`src/rtl/pmcd_pkg.sv`:
```
// Package of constants for the power mode and peripheral clock divider
package pmcd_pkg;
  localparam int          ADDR_W         = 4;
  localparam int          DATA_W         = 32;
  localparam int          NUM_PERIPH     = 8;
  localparam logic [3:0]  OFS_MODE       = 4'h0;
  localparam logic [3:0]  OFS_PERIPH     = 4'h4;
  localparam logic [3:0]  OFS_DIV        = 4'h8;
  localparam logic [3:0]  OFS_STATUS     = 4'hc;
  localparam int          MODE_IDLE_BIT  = 0;
  localparam int          MODE_PDOWN_BIT = 1;
  localparam int          MODE_RTCX_BIT  = 2;
  localparam logic [1:0]  DIV_QUARTER    = 2'h0;
  localparam logic [1:0]  DIV_FULL       = 2'h1;
  localparam logic [1:0]  DIV_HALF       = 2'h2;
  localparam logic [1:0]  DIV_RESET      = 2'h0;
  localparam logic [7:0]  PERIPH_RESET   = 8'hff;
  localparam logic [2:0]  MODE_RESET     = 3'h0;
  typedef enum logic [1:0] {PMCD_RUN, PMCD_IDLE, PMCD_PDOWN} pmcd_state_t;
endpackage

```
`src/rtl/pmcd_div_if.sv`:
```
// Interface between control logic and clock divider
`timescale 1ns/1ps
interface pmcd_div_if;
  logic [1:0] ratio;
  logic       run;
  logic       tick;
  modport ctrl (output ratio, output run, input tick);
  modport div  (input ratio, input run, output tick);
endinterface

```
`src/rtl/pmcd_top.sv`:
```
// Power mode control and peripheral clock divider top
// What this block does
// RQ1: Idle halts core until reset or interrupt
// RQ2: Idle keeps peripheral clocks; interrupts wake core
// RQ3: Idle gates core, memory and bus clocks
// RQ4: Power-down stops oscillator and all clocks except the RTC clock when the external RTC bit is set
// RQ5: Power-down holds state and static pins
// RQ6: Power-down ends on reset or clockless interrupt
// RQ7: External RTC clock keeps RTC in power-down
// RQ8: Each peripheral switchable off by software
// RQ9: Divider gives full, half, quarter rate
// RQ10: Divider resets to quarter rate
// RQ11: Divider setting written over register bus
// RQ12: PLL kept running through idle
// RQ13: Mode request bit cleared on wake
// RQ14: Ratio change without short clock phases
`timescale 1ns/1ps
module pmcd_top
  import pmcd_pkg::*;
#(
  parameter int NP = NUM_PERIPH
)
(
  input  wire logic                ref_clk,
  input  wire logic                arst_n,
  input  wire logic [ADDR_W-1:0]   reg_addr,
  input  wire logic [DATA_W-1:0]   reg_wdata,
  input  wire logic                reg_wr,
  input  wire logic                reg_rd,
  output logic      [DATA_W-1:0]   reg_rdata,
  input  wire logic                irq_any,
  input  wire logic                irq_clockless,
  input  wire logic                pll_running,
  output logic                     core_clock_en,
  output logic                     core_halt,
  output logic                     mem_bus_clock_en,
  output logic                     pclk_en,
  output logic      [NP-1:0]       periph_clock_en,
  output logic                     osc_enable,
  output logic                     pll_keep,
  output logic                     rtc_clock_en,
  output logic                     pin_hold
);
  import pmcd_pkg::*;

  pmcd_state_t      state_reg;
  pmcd_state_t      state_next;
  logic [2:0]       mode_reg;
  logic [NP-1:0]    periph_reg;
  logic [1:0]       div_reg;
  logic             pll_was_reg;
  logic             wake;
  logic             div_tick;
  pmcd_div_if       dvif ();

  // RQ1: wake conditions per mode
  always_comb
  begin
    unique case (state_reg)
      PMCD_IDLE:  wake = irq_any;
      // RQ6: clockless interrupt only
      PMCD_PDOWN: wake = irq_clockless;
      default:    wake = 1'b0;
    endcase
  end

  always_comb
  begin
    state_next = state_reg;
    unique case (state_reg)
      PMCD_RUN:
      begin
        if (mode_reg[MODE_PDOWN_BIT])
          state_next = PMCD_PDOWN;
        else if (mode_reg[MODE_IDLE_BIT])
          state_next = PMCD_IDLE;
      end
      PMCD_IDLE:
      begin
        if (wake)
          state_next = PMCD_RUN;
      end
      PMCD_PDOWN:
      begin
        if (wake)
          state_next = PMCD_RUN;
      end
      default: state_next = PMCD_RUN;
    endcase
  end

  always_ff @(posedge ref_clk or negedge arst_n)
  begin
    if (!arst_n)
      state_reg <= PMCD_RUN;
    else
      state_reg <= state_next;
  end

  // RQ13: request bits set by write, cleared on wake
  always_ff @(posedge ref_clk or negedge arst_n)
  begin
    if (!arst_n)
      mode_reg <= MODE_RESET;
    else if (state_reg != PMCD_RUN && wake)
      mode_reg <= {mode_reg[MODE_RTCX_BIT], 2'b00};
    else if (reg_wr && reg_addr == OFS_MODE && state_reg == PMCD_RUN)
      mode_reg <= reg_wdata[2:0];
  end

  // RQ8: peripheral power switches
  always_ff @(posedge ref_clk or negedge arst_n)
  begin
    if (!arst_n)
      periph_reg <= NP'(PERIPH_RESET);
    else if (reg_wr && reg_addr == OFS_PERIPH)
      periph_reg <= reg_wdata[NP-1:0];
  end

  // RQ11: divider set via bus
  // RQ10: quarter rate at reset
  always_ff @(posedge ref_clk or negedge arst_n)
  begin
    if (!arst_n)
      div_reg <= DIV_RESET;
    else if (reg_wr && reg_addr == OFS_DIV && reg_wdata[1:0] != 2'h3)
      div_reg <= reg_wdata[1:0];
  end

  // RQ12: remember PLL state before idle
  always_ff @(posedge ref_clk or negedge arst_n)
  begin
    if (!arst_n)
      pll_was_reg <= 1'b0;
    else if (state_reg == PMCD_RUN)
      pll_was_reg <= pll_running;
  end

  always_ff @(posedge ref_clk or negedge arst_n)
  begin
    if (!arst_n)
      reg_rdata <= '0;
    else if (reg_rd)
    begin
      unique case (reg_addr)
        OFS_MODE:   reg_rdata <= DATA_W'(mode_reg);
        OFS_PERIPH: reg_rdata <= DATA_W'(periph_reg);
        OFS_DIV:    reg_rdata <= DATA_W'(div_reg);
        OFS_STATUS: reg_rdata <= DATA_W'({pll_was_reg, state_reg});
        default:    reg_rdata <= '0;
      endcase
    end
    else
      reg_rdata <= '0;
  end

  // RQ9: divider instance
  assign dvif.ratio = div_reg;
  // RQ4: no peripheral clock in power-down
  assign dvif.run   = (state_next != PMCD_PDOWN);
  assign div_tick   = dvif.tick;
  assign pclk_en    = div_tick;

  pmcd_divider u_div (
    .ref_clk (ref_clk),
    .arst_n  (arst_n),
    .dv      (dvif),
    .pclk_en ()
  );

  // RQ3: core, memory and bus gated in low power
  assign core_clock_en    = (state_reg == PMCD_RUN);
  assign core_halt        = (state_reg != PMCD_RUN);
  assign mem_bus_clock_en = (state_reg == PMCD_RUN);
  // RQ2: peripherals clocked unless powered down
  assign periph_clock_en  = (state_reg == PMCD_PDOWN) ? '0 : periph_reg;
  // RQ4: oscillator off in power-down
  assign osc_enable       = (state_reg != PMCD_PDOWN);
  // RQ12: PLL kept in idle
  assign pll_keep         = (state_reg == PMCD_RUN) ? pll_running :
                            (state_reg == PMCD_IDLE) ? pll_was_reg : 1'b0;
  // RQ7: RTC on external clock survives power-down
  assign rtc_clock_en     = (state_reg != PMCD_PDOWN) ||
                            mode_reg[MODE_RTCX_BIT];
  // RQ5: pins and state frozen
  assign pin_hold         = (state_reg == PMCD_PDOWN);
endmodule

```
`src/rtl/pmcd_divider.sv`:
```
// Glitch-free peripheral clock enable divider
`timescale 1ns/1ps
module pmcd_divider
  import pmcd_pkg::*;
(
  input  wire logic ref_clk,
  input  wire logic arst_n,
  pmcd_div_if.div   dv,
  output logic      pclk_en
);
  logic [1:0] cnt_reg;
  logic [1:0] ratio_reg;
  logic [1:0] last;
  always_comb
  begin
    unique case (ratio_reg)
      DIV_FULL: last = 2'h0;
      DIV_HALF: last = 2'h1;
      default:  last = 2'h3;
    endcase
  end
  // RQ14: ratio only at period end
  always_ff @(posedge ref_clk or negedge arst_n)
  begin
    if (!arst_n)
    begin
      cnt_reg   <= 2'h0;
      ratio_reg <= DIV_RESET;
    end
    else if (dv.run)
    begin
      if (cnt_reg >= last)
      begin
        cnt_reg   <= 2'h0;
        ratio_reg <= dv.ratio;
      end
      else
        cnt_reg <= cnt_reg + 2'h1;
    end
  end
  // RQ9: one tick per period
  always_ff @(posedge ref_clk or negedge arst_n)
  begin
    if (!arst_n)
      pclk_en <= 1'b0;
    else
      pclk_en <= dv.run && (cnt_reg >= last);
  end
  assign dv.tick = pclk_en;
endmodule

```
`config.mk`:
```
export PLATFORM = sky130hd
export DESIGN_NAME = pmcd_top
export DESIGN_NICKNAME = d
export VERILOG_FILES = /design/src/rtl/pmcd_pkg.sv /design/src/rtl/pmcd_div_if.sv /design/src/rtl/pmcd_top.sv /design/src/rtl/pmcd_divider.sv
export SDC_FILE = /design/constraint.sdc
export NUM_CORES = 1
export LEC_CHECK = 0
export ABC_AREA = 1
export BUFFER_PORTS_ARGS = -buffer_cell sky130_fd_sc_hd__buf_4
export CAP_MARGIN = 10
export CORE_MARGIN = 5
export CORE_UTILIZATION = 25
export CTS_CLUSTER_SIZE = 20
export DETAILED_ROUTE_END_ITERATION = 8
export GPL_ROUTABILITY_DRIVEN = 1
export GPL_TIMING_DRIVEN = 0
export PLACE_DENSITY = 0.55
export RECOVER_POWER = 100
export SLEW_MARGIN = 20
export SYNTH_ARGS = -nofsm -noshare
export SYNTH_HDL_FRONTEND = slang
export SYNTH_SLANG_ARGS = --single-unit
```
`constraint.sdc`:
```
create_clock -name ref_clk -period 2.2 [get_ports ref_clk]
set_clock_uncertainty 0.15 [all_clocks]
set_input_delay 0.22 -clock ref_clk [delete_from_list [all_inputs] [get_ports ref_clk]]
set_output_delay 0.22 -clock ref_clk [all_outputs]
set_load 0.02 [all_outputs]
```
# Word level (Yosys, flattened, before mapping)
# Cells that the tools add are included.
# word_totals
register_bits	53
latch_bits	0
ramBits	0
romBits	0
input_bits	43
out_inout_bits	48
wordCells	52
mem_count	0
# classes
add_sub_neg	1
multipliers	0
div_mod_pow	0
magnitude_cmp	1
eq_ne	10
shifts	0
muxes	14
bitwise_logic	1
reduce_logical	15
# ops
op	n
32-bit 2-to-1 mux	1
8-bit one-hot mux with 4 select lines	1
2-bit 2-to-1 mux	6
4-bit equality test (second input constant)	2
8-bit 2-to-1 mux	1
2-bit one-hot mux with 2 select lines	2
1-bit logical AND	7
2-bit inequality test (second input constant)	3
2-bit by 1-bit equality test with 1-bit output (second input constant)	2
2-bit equality test (second input constant)	2
4-bit by 3-bit equality test with 1-bit output (second input constant)	1
4-bit logical NOT	1
2-bit AND reduction	2
2-bit nonzero test	2
2-bit by 1-bit adder with 2-bit output (second input constant)	1
2-bit >= comparator	1
2-bit logical NOT	1
1-bit 2-to-1 mux	2
1-bit one-hot mux with 2 select lines	1
2-bit OR reduction	1
1-bit logical OR	1
1-bit inverter	1

# Logic depth before layout (Yosys ltp)
# Gate-level depths: netlist (run 1).
# depth
word_depth	6
ltp_mapped	11
depth_no_buf	10

# Modules after synthesis
# From an unflattened synthesis (run 1), not the netlist that was laid out.
# unflattened
hier_cells	207
area_unflattened_um2	1714.1
# by_module_without_submodules
mod	instances	cells_per_inst	area_each_um2	seq_area_each_um2
pmcd_top	1	176	1440.1	610.6
pmcd_divider	1	31	274.0	125.1

# Worst setup path before layout (run 1)
# No wires, ideal clock.
# synth_timing
path_kind	register to output
start	reg state_reg[0]
end	out rtc_clock_en
arrival_ns	1.420
t_required_ns	1.830
setup_slack_ns	0.410
path_stages_with_launch	6
n_path_buf	1
path_cell_list	dfrtp_1 > inv_1 > ha_1 > buf_6 > inv_1 > or2_2
# synth_via
elab_chain_cells	2
# synth_lines
element	line_no	text
from (decl)	pmcd_top.sv:46	pmcd_state_t state_reg;
from (signal assigned)	pmcd_top.sv:97	state_reg <= state_next;
2-bit inequality test	n/a	
via osc_enable	pmcd_top.sv:39	output logic osc_enable,
1-bit logical OR	pmcd_top.sv:183	assign rtc_clock_en = (state_reg != PMCD_PDOWN) ||
to (decl)	pmcd_top.sv:41	output logic rtc_clock_en,
# The timed path passes the listed nets, and every way through them passes these cells.

# Final worst setup path (run 1)
# layout_timing
start	reg state_reg[0]
end	out rtc_clock_en
# layout_via
elab_chain_cells	2
# layout_lines
element	line_no
2-bit inequality test	pmcd_top.sv:183
1-bit logical OR	pmcd_top.sv:183
# No other way between the ends.

==> insert_results.sql, run 1 <==
INSERT INTO impl_metrics (metric_group, metric, value, unit) VALUES
('outcome', 'outcome', 'complete, no violations', ''),
('detailed_routing', 'routed_wl', '3812', 'µm'),
('timing', 'hold_viol_final', '0', ''),
('setup_path', 'timing.reg2reg.setup_slack', '0.30', 'ns'),
('detailed_routing', 'drt_first_iter_violations', '34', ''),
('clocking', 'htree_levels', '2', ''),
('clocking', 'clk_latency', '0.28', 'ns'),
('clocking', 'cts-buffers-inserted', '5', ''),
('hold_path', 'hold_end', 'reg_rdata[2]', ''),
('power', 'worst_ir_drop_vdd', '0.2561', 'mV'),
('clocking', 'cts-root-buf', 'clkbuf_8', ''),
('synth', 'synth-seq-area-share', '0.4233', ''),
('synth', 'ys_seq_elements', '29', ''),
('detailed_routing', 'drc', '0', ''),
('placed_design', 'detailed_place_hpwl', '3044', 'µm'),
('setup_path', 'crit_required', '1.83', 'ns'),
('timing', 'fin_tns_setup', '0', 'ns'),
('detailed_routing', 'vias_per_cell', '3.634', ''),
('die', 'die_ar', '0.008719', 'mm²'),
('grt', 'grt.total_usage', '0.08806', ''),
('die', 'ios', '91', ''),
('die', 'floorplan.die.width', '93.38', 'µm'),
('power', 'leakage_dissipation', '1.209', 'nW'),
('setup_path', 'critical_path_launch_point_type', 'flop', ''),
('detailed_routing', 'detail-route-antenna-nets', '0', ''),
('power', 'p_per_area', '1054', 'mW/mm²'),
('setup_path', 'cpMostUsedCell', 'inv_1', ''),
('cells_and_area', 'register_area', '735.7', 'µm²'),
('timing', 'max_clock_freq', '490.3', 'MHz'),
('setup_path', 'r2r-end', 'u_div.ratio_reg[1]', ''),
('detailed_routing', 'routed-via-count', '1352', ''),
('synth', 'syn_avg_cell_area', '8.604', 'µm²'),
('cells_and_area', 'most_frequent_cells_in_the_layout', 'buf_4, inv_1, nand2_1, nor2_1', ''),
('timing', 'unrepaired_setup_endpoints_after_global_routing', 'no', ''),
('setup_path', 'cp_slowest_stage_delay', '0.42', 'ns'),
('detailed_routing', 'detail_route.first_pass.iterations', '4', ''),
('timing', 'timing.final.crit_period', '2.040', 'ns'),
('placed_design', 'port_buffers', '42', ''),
('synth', 'syn-instance-count', '202', ''),
('cells_and_area', 'layout-drive-gt1-share', '0.2717', ''),
('synth', 'synth.distinct_cells', '29', ''),
('setup_path', 'path_cells', 'inv_1 > ha_1 > buf_6 > inv_1 > or2_2 > clkbuf_2', ''),
('clocking', 'clock_path_buffers', '2', ''),
('grt', 'largest_net_degree_at_the_start_of_global_routing', '30', ''),
('die', 'std_cell_rows', '30', ''),
('job', 'timing.max_cap.violations', '0', ''),
('cells_and_area', 'layout-area-overhead-vs-synth', '27.72', '%'),
('die', 'die-height', '93.38', 'µm'),
('clocking', 'worst_setup_hold_path_clk_slew', '0.06', 'ns'),
('timing', 'slew_viol_final', '0', ''),
('timing', 'finalSetupViolations', '0', ''),
('setup_path', 'critical_path.top_delay_family', 'buffers and inverters', ''),
('setup_path', 'timing.critical_path.buf_inv', '4', ''),
('setup_path', 'worstSetupPathType', 'flop to output port', ''),
('cells_and_area', 'finalCoreUtilization', '0.3267', ''),
('grt', 'grt-ovfl-total', '0', ''),
('cells_and_area', 'multi_input_area', '700.7', 'µm²'),
('detailed_routing', 'detail_route.wl_per_cell', '10.25', 'µm'),
('cells_and_area', 'most_common_cell_after_layout_fill_and_taps_aside', 'buf_4', ''),
('cells_and_area', 'fill_cells', '749', ''),
('synth', 'synth.yosys.warnings', '0', ''),
('setup_path', 'crit_path_top_delay_cell', 'dfrtp_1', ''),
('power', 'post-layout-total-power', '2.339', 'mW'),
('setup_path', 'crit_path_max_fanout', '10', ''),
('grt', 'grt_pass1_vias', '1306', ''),
('die', 'start_util', '0.2558', ''),
('setup_path', 'worst_r2r_path_depth', '9', ''),
('die', 'core-area', '0.006794', 'mm²'),
('setup_path', 'worst-endpoint-arrival', '1.67', 'ns'),
('placed_design', 'globalplace.congestion', '0.7704', ''),
('cells_and_area', 'diodes', '0', ''),
('clocking', 'tritoncts_sinks', '29', ''),
('setup_path', 'crit_path_end_kind', 'output port', ''),
('clocking', 'tritoncts', 'yes', ''),
('timing', 'slew_headroom', '0.5117', ''),
('grt', 'grt_pass1_wl', '6037', 'µm'),
('hold_path', 'hp-class', 'input pin to flop', ''),
('hold_path', 'worst_hold_startpoint', 'reg_rd', ''),
('setup_path', 'reg2reg_from', 'state_reg[1]', ''),
('synth', 'synth_area', '0.001738', 'mm²'),
('grt', 'grt_antenna_before_repair', '0', ''),
('cells_and_area', 'final_net_count', '325', ''),
('timing', 'slew_at_the_pin_closest_to_its_max_slew_limit', '0.7324', 'ns'),
('hold_path', 'whs_path_depth', '3', ''),
('timing', 'fin_crit_sh', '0.9271', '');
-- kinds of logic (layout without fill, tap and decap cells) --
group | after synthesis | after routing | synth area share
AO/OA/AOI/OAI | 23 | 23 | 0.08855
XOR/XNOR | 1 | 1 | 0.005041
adder cells (fa/ha/maj) | 7 | 7 | 0.05039
buffers and inverters | 62 | 113 | 0.1965
flip-flops | 29 | 29 | 0.4233
other | 1 | 24 | 0.002158
AND/OR/NAND/NOR | 79 | 79 | 0.2340
-- worst max-delay path by stage --
stage                 start  depth (start not counted)                  to  slack (ns)
2_1_floorplan  state_reg[0]                          5        rtc_clock_en        0.41
3_3_place_gp   state_reg[0]                          9  u_div.ratio_reg[0]        0.42
3_5_place_dp   state_reg[1]                          9  u_div.ratio_reg[1]        0.41
4_1_cts        state_reg[0]                          6        rtc_clock_en        0.12
5_1_grt        state_reg[0]                          6        rtc_clock_en        0.07
6_report       state_reg[0]                          6        rtc_clock_en        0.16
-- report_power, final --
part           switching (mW)  total [mW]  internal, mW
sequential             0.0789       0.762         0.683
clock                   0.188       0.443         0.254
combinational           0.735        1.13         0.399
total                    1.00        2.34          1.34
-- worst min-delay path, stage by stage --
cell	delay, ns
buf_4	0.10
nand2_1	0.05
inv_1	0.04
-- metrics by stage --
step	cell area, µm²	hold slack (ns)	worst slack, ns	cells
after CTS	2360	0.01053	0.1176	372
after floorplan	1824	-0.2256	0.4101	225
after global routing	2220	0.01974	0.07351	372
after detailed placement	2260	0.02617	0.4060	363
after global placement	2260	0.01287	0.4236	363
final	2220	0.01751	0.1603	372
-- cells in the mapped netlist --
library cell,n,area (µm²)
o21ai_0,3,15.01
nand2_4,4,45.04
xnor2_1,1,8.760
nor2_2,1,6.260
dfrtp_1,21,525.5
nand4_1,1,6.260
buf_6,2,22.52
nor2_8,1,20.02
clkinv_1,1,3.750
a21oi_2,5,43.79
nor2_1,27,101.4
o211ai_1,1,7.510
nand3_1,9,45.04
o21ai_1,5,25.02
inv_2,2,7.510
nand2_1,29,108.9
nor2_4,3,33.78
a21oi_1,1,5.000
ha_1,7,87.58
o22ai_1,5,31.28
nand2_2,1,6.260
or2_2,1,6.260
nand3_2,1,10.01
dfstp_2,8,210.2
o21ai_2,3,26.28
buf_4,25,187.7
nand3_4,1,17.52
conb_1,1,3.750
inv_1,32,120.1
-- layout make-up --
class / instances / share of cell area
Buffer: 27 / 0.09132
Clock buffer: 8 / 0.04059
Inverter: 35 / 0.05919
Multi-Input combinational cell: 134 / 0.3157
Sequential cell: 29 / 0.3315
Tap cell: 96 / 0.05411
Timing Repair Buffer: 43 / 0.1077
-- what timing repair did --
action | CTS | global route
buffers inserted | 0 | 0
hold endpoints to repair | 21 | 0
gates resized for setup | 0 | 0
setup endpoints to repair | 0 | 0
hold buffers | 1 | 0
-- routing by layer --
layer / GRT usage / vias up / part of all wire
met5: 0 / - / 0
met3: 0.03138 / 7 / 0.093
li1: - / 718 / -
met4: 0.02930 / 0 / 0.012
met2: 0.1471 / 44 / 0.46
met1: 0.1046 / 583 / 0.44
No activity file was read; power rests on OpenSTA's default activity.
==> run 2, diff against run 1 <==
- MAX_ROUTING_LAYER: unset -> met4
==> run 2 against run 1 <==
  * Total power hardly changed
  * Sequential share of layout area unchanged
  * Critical path type unchanged
  * Via count unchanged
  * Highest routed layer unchanged
  * Global-route usage increased by 0.24 points
  * Register-to-register slack about the same
  * Hold slack is essentially flat
==> insert_results.sql, run 2 (synthesis results as in run 1) <==
INSERT INTO impl_metrics (metric_group, metric, value, unit) VALUES
('timing', 'max_clock_freq', '490.3', 'MHz'),
('setup_path', 'crit_path_end_kind', 'output port', ''),
('timing', 'slew_headroom', '0.5117', ''),
('setup_path', 'timing.critical_path.buf_inv', '4', ''),
('setup_path', 'crit_path_top_delay_cell', 'dfrtp_1', ''),
('hold_path', 'hold_end', 'reg_rdata[2]', ''),
('power', 'worst_ir_drop_vdd', '0.2561', 'mV'),
('grt', 'grt-ovfl-total', '0', ''),
('hold_path', 'hp-class', 'input pin to flop', ''),
('clocking', 'cts_hold_repair.buffers', '1', ''),
('power', 'clock_power_share', '0.189', ''),
('setup_path', 'crit_required', '1.83', 'ns'),
('clocking', 'post_cts.repair.setup_buffers', '0', ''),
('hold_path', 'whs_path_depth', '3', ''),
('grt', 'grt_pass1_wl', '6044', 'µm'),
('cells_and_area', 'layout-area-overhead-vs-synth', '27.72', '%'),
('placed_design', 'place_ws', '0.4060', 'ns'),
('cells_and_area', 'multi_input_area', '700.7', 'µm²'),
('cells_and_area', 'layout-drive-gt1-share', '0.2717', ''),
('die', 'core-area', '0.006794', 'mm²'),
('placed_design', 'numPlacedInstances', '363', ''),
('detailed_routing', 'detail_route.first_pass.iterations', '4', ''),
('clocking', 'clk_latency', '0.28', 'ns'),
('clocking', 'cts-root-buf', 'clkbuf_8', ''),
('die', 'floorplan.die.width', '93.38', 'µm'),
('power', 'leakage_dissipation', '1.209', 'nW'),
('power', 'power.switching_fraction', '0.4284', ''),
('timing', 'unrepaired_setup_endpoints_after_global_routing', 'no', ''),
('grt', 'grt_pass1_vias', '1305', ''),
('placed_design', 'globalplace.congestion', '0.7809', ''),
('power', 'post-layout-total-power', '2.339', 'mW'),
('setup_path', 'timing.reg2reg.setup_slack', '0.30', 'ns'),
('clocking', 'tritoncts_sinks', '29', ''),
('cells_and_area', 'final-instance-count-excl-fill', '372', ''),
('clocking', 'tritoncts', 'yes', ''),
('timing', 'fin_crit_sh', '0.9271', ''),
('detailed_routing', 'vias_per_cell', '3.634', ''),
('cells_and_area', 'most_common_cell_after_layout_fill_and_taps_aside', 'buf_4', ''),
('power', 'p_per_area', '1054', 'mW/mm²'),
('setup_path', 'critical_path_launch_point_type', 'flop', ''),
('detailed_routing', 'routed_wl', '3810', 'µm'),
('setup_path', 'critical_path.top_delay_family', 'buffers and inverters', ''),
('timing', 'fin_ws', '0.1603', 'ns'),
('cells_and_area', 'final_net_count', '325', ''),
('power', 'net_switching_power_figure', '1.002', 'mW'),
('clocking', 'clock_path_buffers', '2', ''),
('detailed_routing', 'routed-via-count', '1352', ''),
('setup_path', 'cp_slowest_stage_delay', '0.42', 'ns'),
('clocking', 'worst_setup_hold_path_clk_slew', '0.06', 'ns'),
('detailed_routing', 'detail-route-antenna-nets', '0', ''),
('die', 'std_cell_rows', '30', ''),
('setup_path', 'worst-endpoint-arrival', '1.67', 'ns'),
('hold_path', 'worst_hold_startpoint', 'reg_rd', ''),
('power', 'cellInternalPower', '1.337', 'mW'),
('timing', 'slew_viol_final', '0', ''),
('timing', 'slew_at_the_pin_closest_to_its_max_slew_limit', '0.7324', 'ns'),
('die', 'die_ar', '0.008719', 'mm²'),
('setup_path', 'critical_path_launch_point', 'state_reg[0]', ''),
('detailed_routing', 'drt_first_iter_violations', '34', ''),
('setup_path', 'reg2reg_from', 'state_reg[1]', ''),
('timing', 'hold_viol_final', '0', ''),
('timing', 'timing.final.crit_period', '2.040', 'ns'),
('die', 'ios', '91', ''),
('grt', 'grt_antenna_before_repair', '0', ''),
('die', 'start_util', '0.2558', ''),
('outcome', 'outcome', 'complete, no violations', ''),
('setup_path', 'worstSetupPathType', 'flop to output port', ''),
('power', 'power_frac_comb', '0.485', ''),
('clocking', 'htree_levels', '2', ''),
('power', 'p_seq_frac', '0.326', ''),
('setup_path', 'worst_r2r_path_depth', '9', ''),
('grt', 'largest_net_degree_at_the_start_of_global_routing', '30', ''),
('setup_path', 'crit_path_max_fanout', '10', ''),
('clocking', 'cts-buffers-inserted', '5', ''),
('cells_and_area', 'fill_cells', '749', ''),
('placed_design', 'detailed_place_hpwl', '3044', 'µm'),
('timing', 'finalSetupViolations', '0', ''),
('setup_path', 'path_cells', 'inv_1 > ha_1 > buf_6 > inv_1 > or2_2 > clkbuf_2', ''),
('cells_and_area', 'diodes', '0', ''),
('setup_path', 'cpMostUsedCell', 'inv_1', ''),
('die', 'die-height', '93.38', 'µm'),
('timing', 'fin_tns_setup', '0', 'ns'),
('clocking', 'ctsResizeCount', '0', ''),
('cells_and_area', 'most_frequent_cells_in_the_layout', 'buf_4, inv_1, nand2_1, nor2_1', ''),
('detailed_routing', 'detail_route.wl_per_cell', '10.24', 'µm'),
('placed_design', 'port_buffers', '42', ''),
('job', 'timing.max_cap.violations', '0', ''),
('grt', 'grt.total_usage', '0.09045', ''),
('setup_path', 'r2r-end', 'u_div.ratio_reg[1]', ''),
('detailed_routing', 'drc', '0', ''),
('cells_and_area', 'register_area', '735.7', 'µm²');
[run 2: power groups by stage]
| stage | sequential, mW | clock (mW) | combinational, mW |
|---|---|---|---|
| finish | 0.762 | 0.443 | 1.13 |
| floorplan | 0.765 | 0 | 0.921 |
| global placement | 0.771 | 0 | 1.30 |
| detailed placement | 0.770 | 0 | 1.32 |
| global route | 0.778 | 0.481 | 1.28 |
| CTS | 0.763 | 0.462 | 1.33 |
[run 2: how the worst max path moves through the flow]
stage / endpoint / slack, ns / cells after the start
floorplan: rtc_clock_en / 0.41 / 5
global placement: u_div.ratio_reg[0] / 0.42 / 9
detailed placement: u_div.ratio_reg[1] / 0.41 / 9
CTS: rtc_clock_en / 0.12 / 6
global route: rtc_clock_en / 0.07 / 6
finish: rtc_clock_en / 0.16 / 6
[run 2: layout make-up]
cell class              count  area share
flip-flops and latches     29      0.3315
multi-input cells         134      0.3157
repair buffers             43      0.1077
plain buffers              27     0.09132
inverters                  35     0.05919
well taps                  96     0.05411
clock buffers               8     0.04059
[run 2: worst min-delay path, delay by kind of cell]
| family | cells | cell delay, ns |
|---|---|---|
| AND/OR/NAND/NOR | 1 | 0.05 |
| buffers and inverters | 2 | 0.14 |
[run 2: metrics by stage]
stage | hold slack [ns] | util | area, µm²
finish | 0.01753 | 0.3267 | 2220
CTS | 0.01053 | 0.3473 | 2360
detailed placement | 0.02617 | 0.3326 | 2260
floorplan | -0.2256 | - | 1824
global route | 0.01975 | 0.3267 | 2220
global placement | 0.01287 | 0.3326 | 2260
[run 2: routing by layer]
layer	wire length [µm]	global-route usage	part of all wire
met4	46	0.02930	0.012
met2	1751	0.1471	0.46
met3	352	0.03138	0.092
met5	0	-	0
met1	1659	0.1046	0.44
==> run 3, diff against run 2 <==
- BUFFER_PORTS_ARGS: -buffer_cell sky130_fd_sc_hd__buf_4 -> -buffer_cell sky130_fd_sc_hd__buf_2
- PLACE_DENSITY: 0.55 -> unset
- PLACE_DENSITY_LB_ADDON: unset -> 0.1
==> run 3 against run 2 <==
  * Register-to-register slack got worse by 0.06 ns
  * Clock power rose by 12%
  * Clock-buffer cell count fell by 1
  * Critical path depth did not move
  * Hold slack improved by 0.0031 ns
  * Highest routed layer unchanged
  * Combinational power barely moved
==> insert_results.sql, run 3 (synthesis results as in run 1) <==
INSERT INTO impl_metrics (metric_group, metric, value, unit) VALUES
('power', 'cellInternalPower', '1.346', 'mW'),
('setup_path', 'crit_path_end_kind', 'output port', ''),
('cells_and_area', 'final_design_area_no_fill', '0.002178', 'mm²'),
('clocking', 'cts-root-buf', 'clkbuf_8', ''),
('detailed_routing', 'drt_first_iter_violations', '27', ''),
('timing', 'max_clock_freq', '476.1', 'MHz'),
('detailed_routing', 'routed-via-count', '1315', ''),
('die', 'die-height', '93.38', 'µm'),
('setup_path', 'timing.critical_path.buf_inv', '4', ''),
('cells_and_area', 'layout-area-overhead-vs-synth', '25.34', '%'),
('setup_path', 'path_cells', 'inv_1 > ha_1 > buf_6 > inv_1 > or2_2 > clkbuf_2', ''),
('hold_path', 'hp-class', 'input pin to flop', ''),
('timing', 'fin_ws', '0.09940', 'ns'),
('grt', 'largest_net_degree_at_the_start_of_global_routing', '30', ''),
('outcome', 'outcome', 'complete, no violations', ''),
('cells_and_area', 'finalCoreUtilization', '0.3206', ''),
('detailed_routing', 'drc', '0', ''),
('die', 'start_util', '0.2558', ''),
('clocking', 'worst_setup_hold_path_clk_slew', '0.07', 'ns'),
('timing', 'unrepaired_setup_endpoints_after_global_routing', 'no', ''),
('setup_path', 'crit_path_top_delay_cell', 'dfrtp_1', ''),
('cells_and_area', 'diodes', '0', ''),
('power', 'clock_power_share', '0.208', ''),
('setup_path', 'cp_slowest_stage_delay', '0.44', 'ns'),
('clocking', 'tritoncts_sinks', '29', ''),
('setup_path', 'critical_path.top_delay_family', 'buffers and inverters', ''),
('power', 'p_seq_frac', '0.320', ''),
('setup_path', 'crit_required', '1.83', 'ns'),
('timing', 'timing.final.crit_period', '2.101', 'ns'),
('power', 'power.switching_fraction', '0.4335', ''),
('power', 'net_switching_power_figure', '1.030', 'mW'),
('job', 'timing.max_cap.violations', '0', ''),
('placed_design', 'globalplace.congestion', '0.6832', ''),
('clocking', 'htree_levels', '2', ''),
('grt', 'grt_pass1_vias', '1368', ''),
('power', 'power_frac_comb', '0.472', ''),
('cells_and_area', 'register_area', '735.7', 'µm²'),
('timing', 'finalSetupViolations', '0', ''),
('grt', 'grt_pass1_wl', '6492', 'µm'),
('timing', 'fin_tns_setup', '0', 'ns'),
('detailed_routing', 'vias_per_cell', '3.535', ''),
('clocking', 'clk_latency', '0.28', 'ns'),
('power', 'worst_ir_drop_vdd', '0.2306', 'mV'),
('cells_and_area', 'layout-drive-gt1-share', '0.2681', ''),
('cells_and_area', 'most_frequent_cells_in_the_layout', 'inv_1, nand2_1, nor2_1, buf_4, conb_1', ''),
('timing', 'slew_at_the_pin_closest_to_its_max_slew_limit', '0.7437', 'ns'),
('setup_path', 'worst-endpoint-arrival', '1.73', 'ns'),
('placed_design', 'dpl-instance-area', '0.002155', 'mm²'),
('clocking', 'post_cts.repair.setup_buffers', '0', ''),
('detailed_routing', 'detail_route.wl_per_cell', '10.72', 'µm'),
('die', 'core-area', '0.006794', 'mm²'),
('placed_design', 'port_buffers', '42', ''),
('power', 'p_per_area', '1091', 'mW/mm²'),
('setup_path', 'worstSetupPathType', 'flop to output port', ''),
('detailed_routing', 'detail-route-antenna-nets', '0', ''),
('cells_and_area', 'final_net_count', '325', ''),
('grt', 'grt-ovfl-total', '0', ''),
('clocking', 'cts-buffers-inserted', '5', ''),
('die', 'std_cell_rows', '30', ''),
('setup_path', 'critical_path_launch_point_type', 'flop', ''),
('timing', 'hold_viol_final', '0', ''),
('placed_design', 'detailed_place_hpwl', '3142', 'µm'),
('die', 'die_ar', '0.008719', 'mm²'),
('cells_and_area', 'fill_cells', '756', ''),
('clocking', 'clock_path_buffers', '2', ''),
('die', 'ios', '91', ''),
('placed_design', 'place_ws', '0.3596', 'ns'),
('detailed_routing', 'routed_wl', '3986', 'µm'),
('setup_path', 'cpMostUsedCell', 'inv_1', ''),
('die', 'floorplan.die.width', '93.38', 'µm'),
('timing', 'slew_viol_final', '0', ''),
('grt', 'grt_antenna_before_repair', '0', ''),
('cells_and_area', 'most_common_cell_after_layout_fill_and_taps_aside', 'inv_1', ''),
('cells_and_area', 'multi_input_area', '693.2', 'µm²'),
('setup_path', 'crit_path_max_fanout', '10', ''),
('power', 'leakage_dissipation', '1.201', 'nW'),
('detailed_routing', 'detail_route.first_pass.iterations', '4', ''),
('clocking', 'tritoncts', 'yes', ''),
('timing', 'slew_headroom', '0.5042', ''),
('grt', 'grt.total_usage', '0.09866', ''),
('timing', 'fin_crit_sh', '0.9548', '');
## run 3: cell count changes in the layout (fill, tap and decap cells not counted), moves of 2 or more
cell      delta
buf_4       -17
clkbuf_1     -2
a21oi_2      -3
a21oi_1      +3
buf_2       +18
## run 3: layout make-up
class,count,share of cell area
Buffer,27,0.09305
Sequential cell,29,0.3377
Multi-Input combinational cell,134,0.3182
Inverter,35,0.06031
Tap cell,96,0.05514
Clock buffer,7,0.04423
Timing Repair Buffer,43,0.08903
Clock inverter,1,0.002298
## run 3: through the flow
stage | cells | hold slack (ns) | total power, mW
2_1_floorplan | 225 | -0.2256 | 1.686
3_3_place_gp | 363 | 0.1575 | 2.009
3_5_place_dp | 363 | 0.1528 | 2.015
4_1_cts | 372 | 0.01688 | 2.525
5_1_grt | 372 | 0.04209 | 2.594
6_report | 372 | 0.02064 | 2.376
## run 3: repair_timing
item	in CTS	in global routing
hold endpoints to repair	21	0
resized for setup	0	0
hold buffers	1	0
setup endpoints to repair	0	0
## run 3: layer usage
metal,GRT usage,routed length (µm)
met5,-,0
met2,0.1578,1883
met4,0.03663,10
met3,0.02977,237
met1,0.1171,1854
## run 3: worst paths after layout
path	startpoint	endpoint	slack, ns	cells after the start
max	state_reg[0]	rtc_clock_en	0.1	6
min	pll_running	pll_was_reg	0.02	3
max reg2reg	state_reg[0]	u_div.ratio_reg[0]	0.24	9
min reg2reg	periph_reg[0]	periph_reg[0]	0.33	2
max in group asynchronous	arst_n	u_div.ratio_reg[0]	1.04	2
min in group asynchronous	arst_n	reg_rdata[6]	0.38	2
## run 3: worst min-delay path: cells and delay by family
kind	cells	cell delay, ns
AOI/OAI and AO/OA	1	0.07
and+or+nand+nor	1	0.06
buffers and inverters	1	0.07
## run 3: power by group through the flow
stage               logic (mW)  registers, mW  clock network [mW]
floorplan                0.921          0.765                   0
global placement          1.24          0.770                   0
detailed placement        1.24          0.770                   0
CTS                       1.25          0.761               0.515
global route              1.29          0.774               0.530
finish                    1.12          0.759               0.495
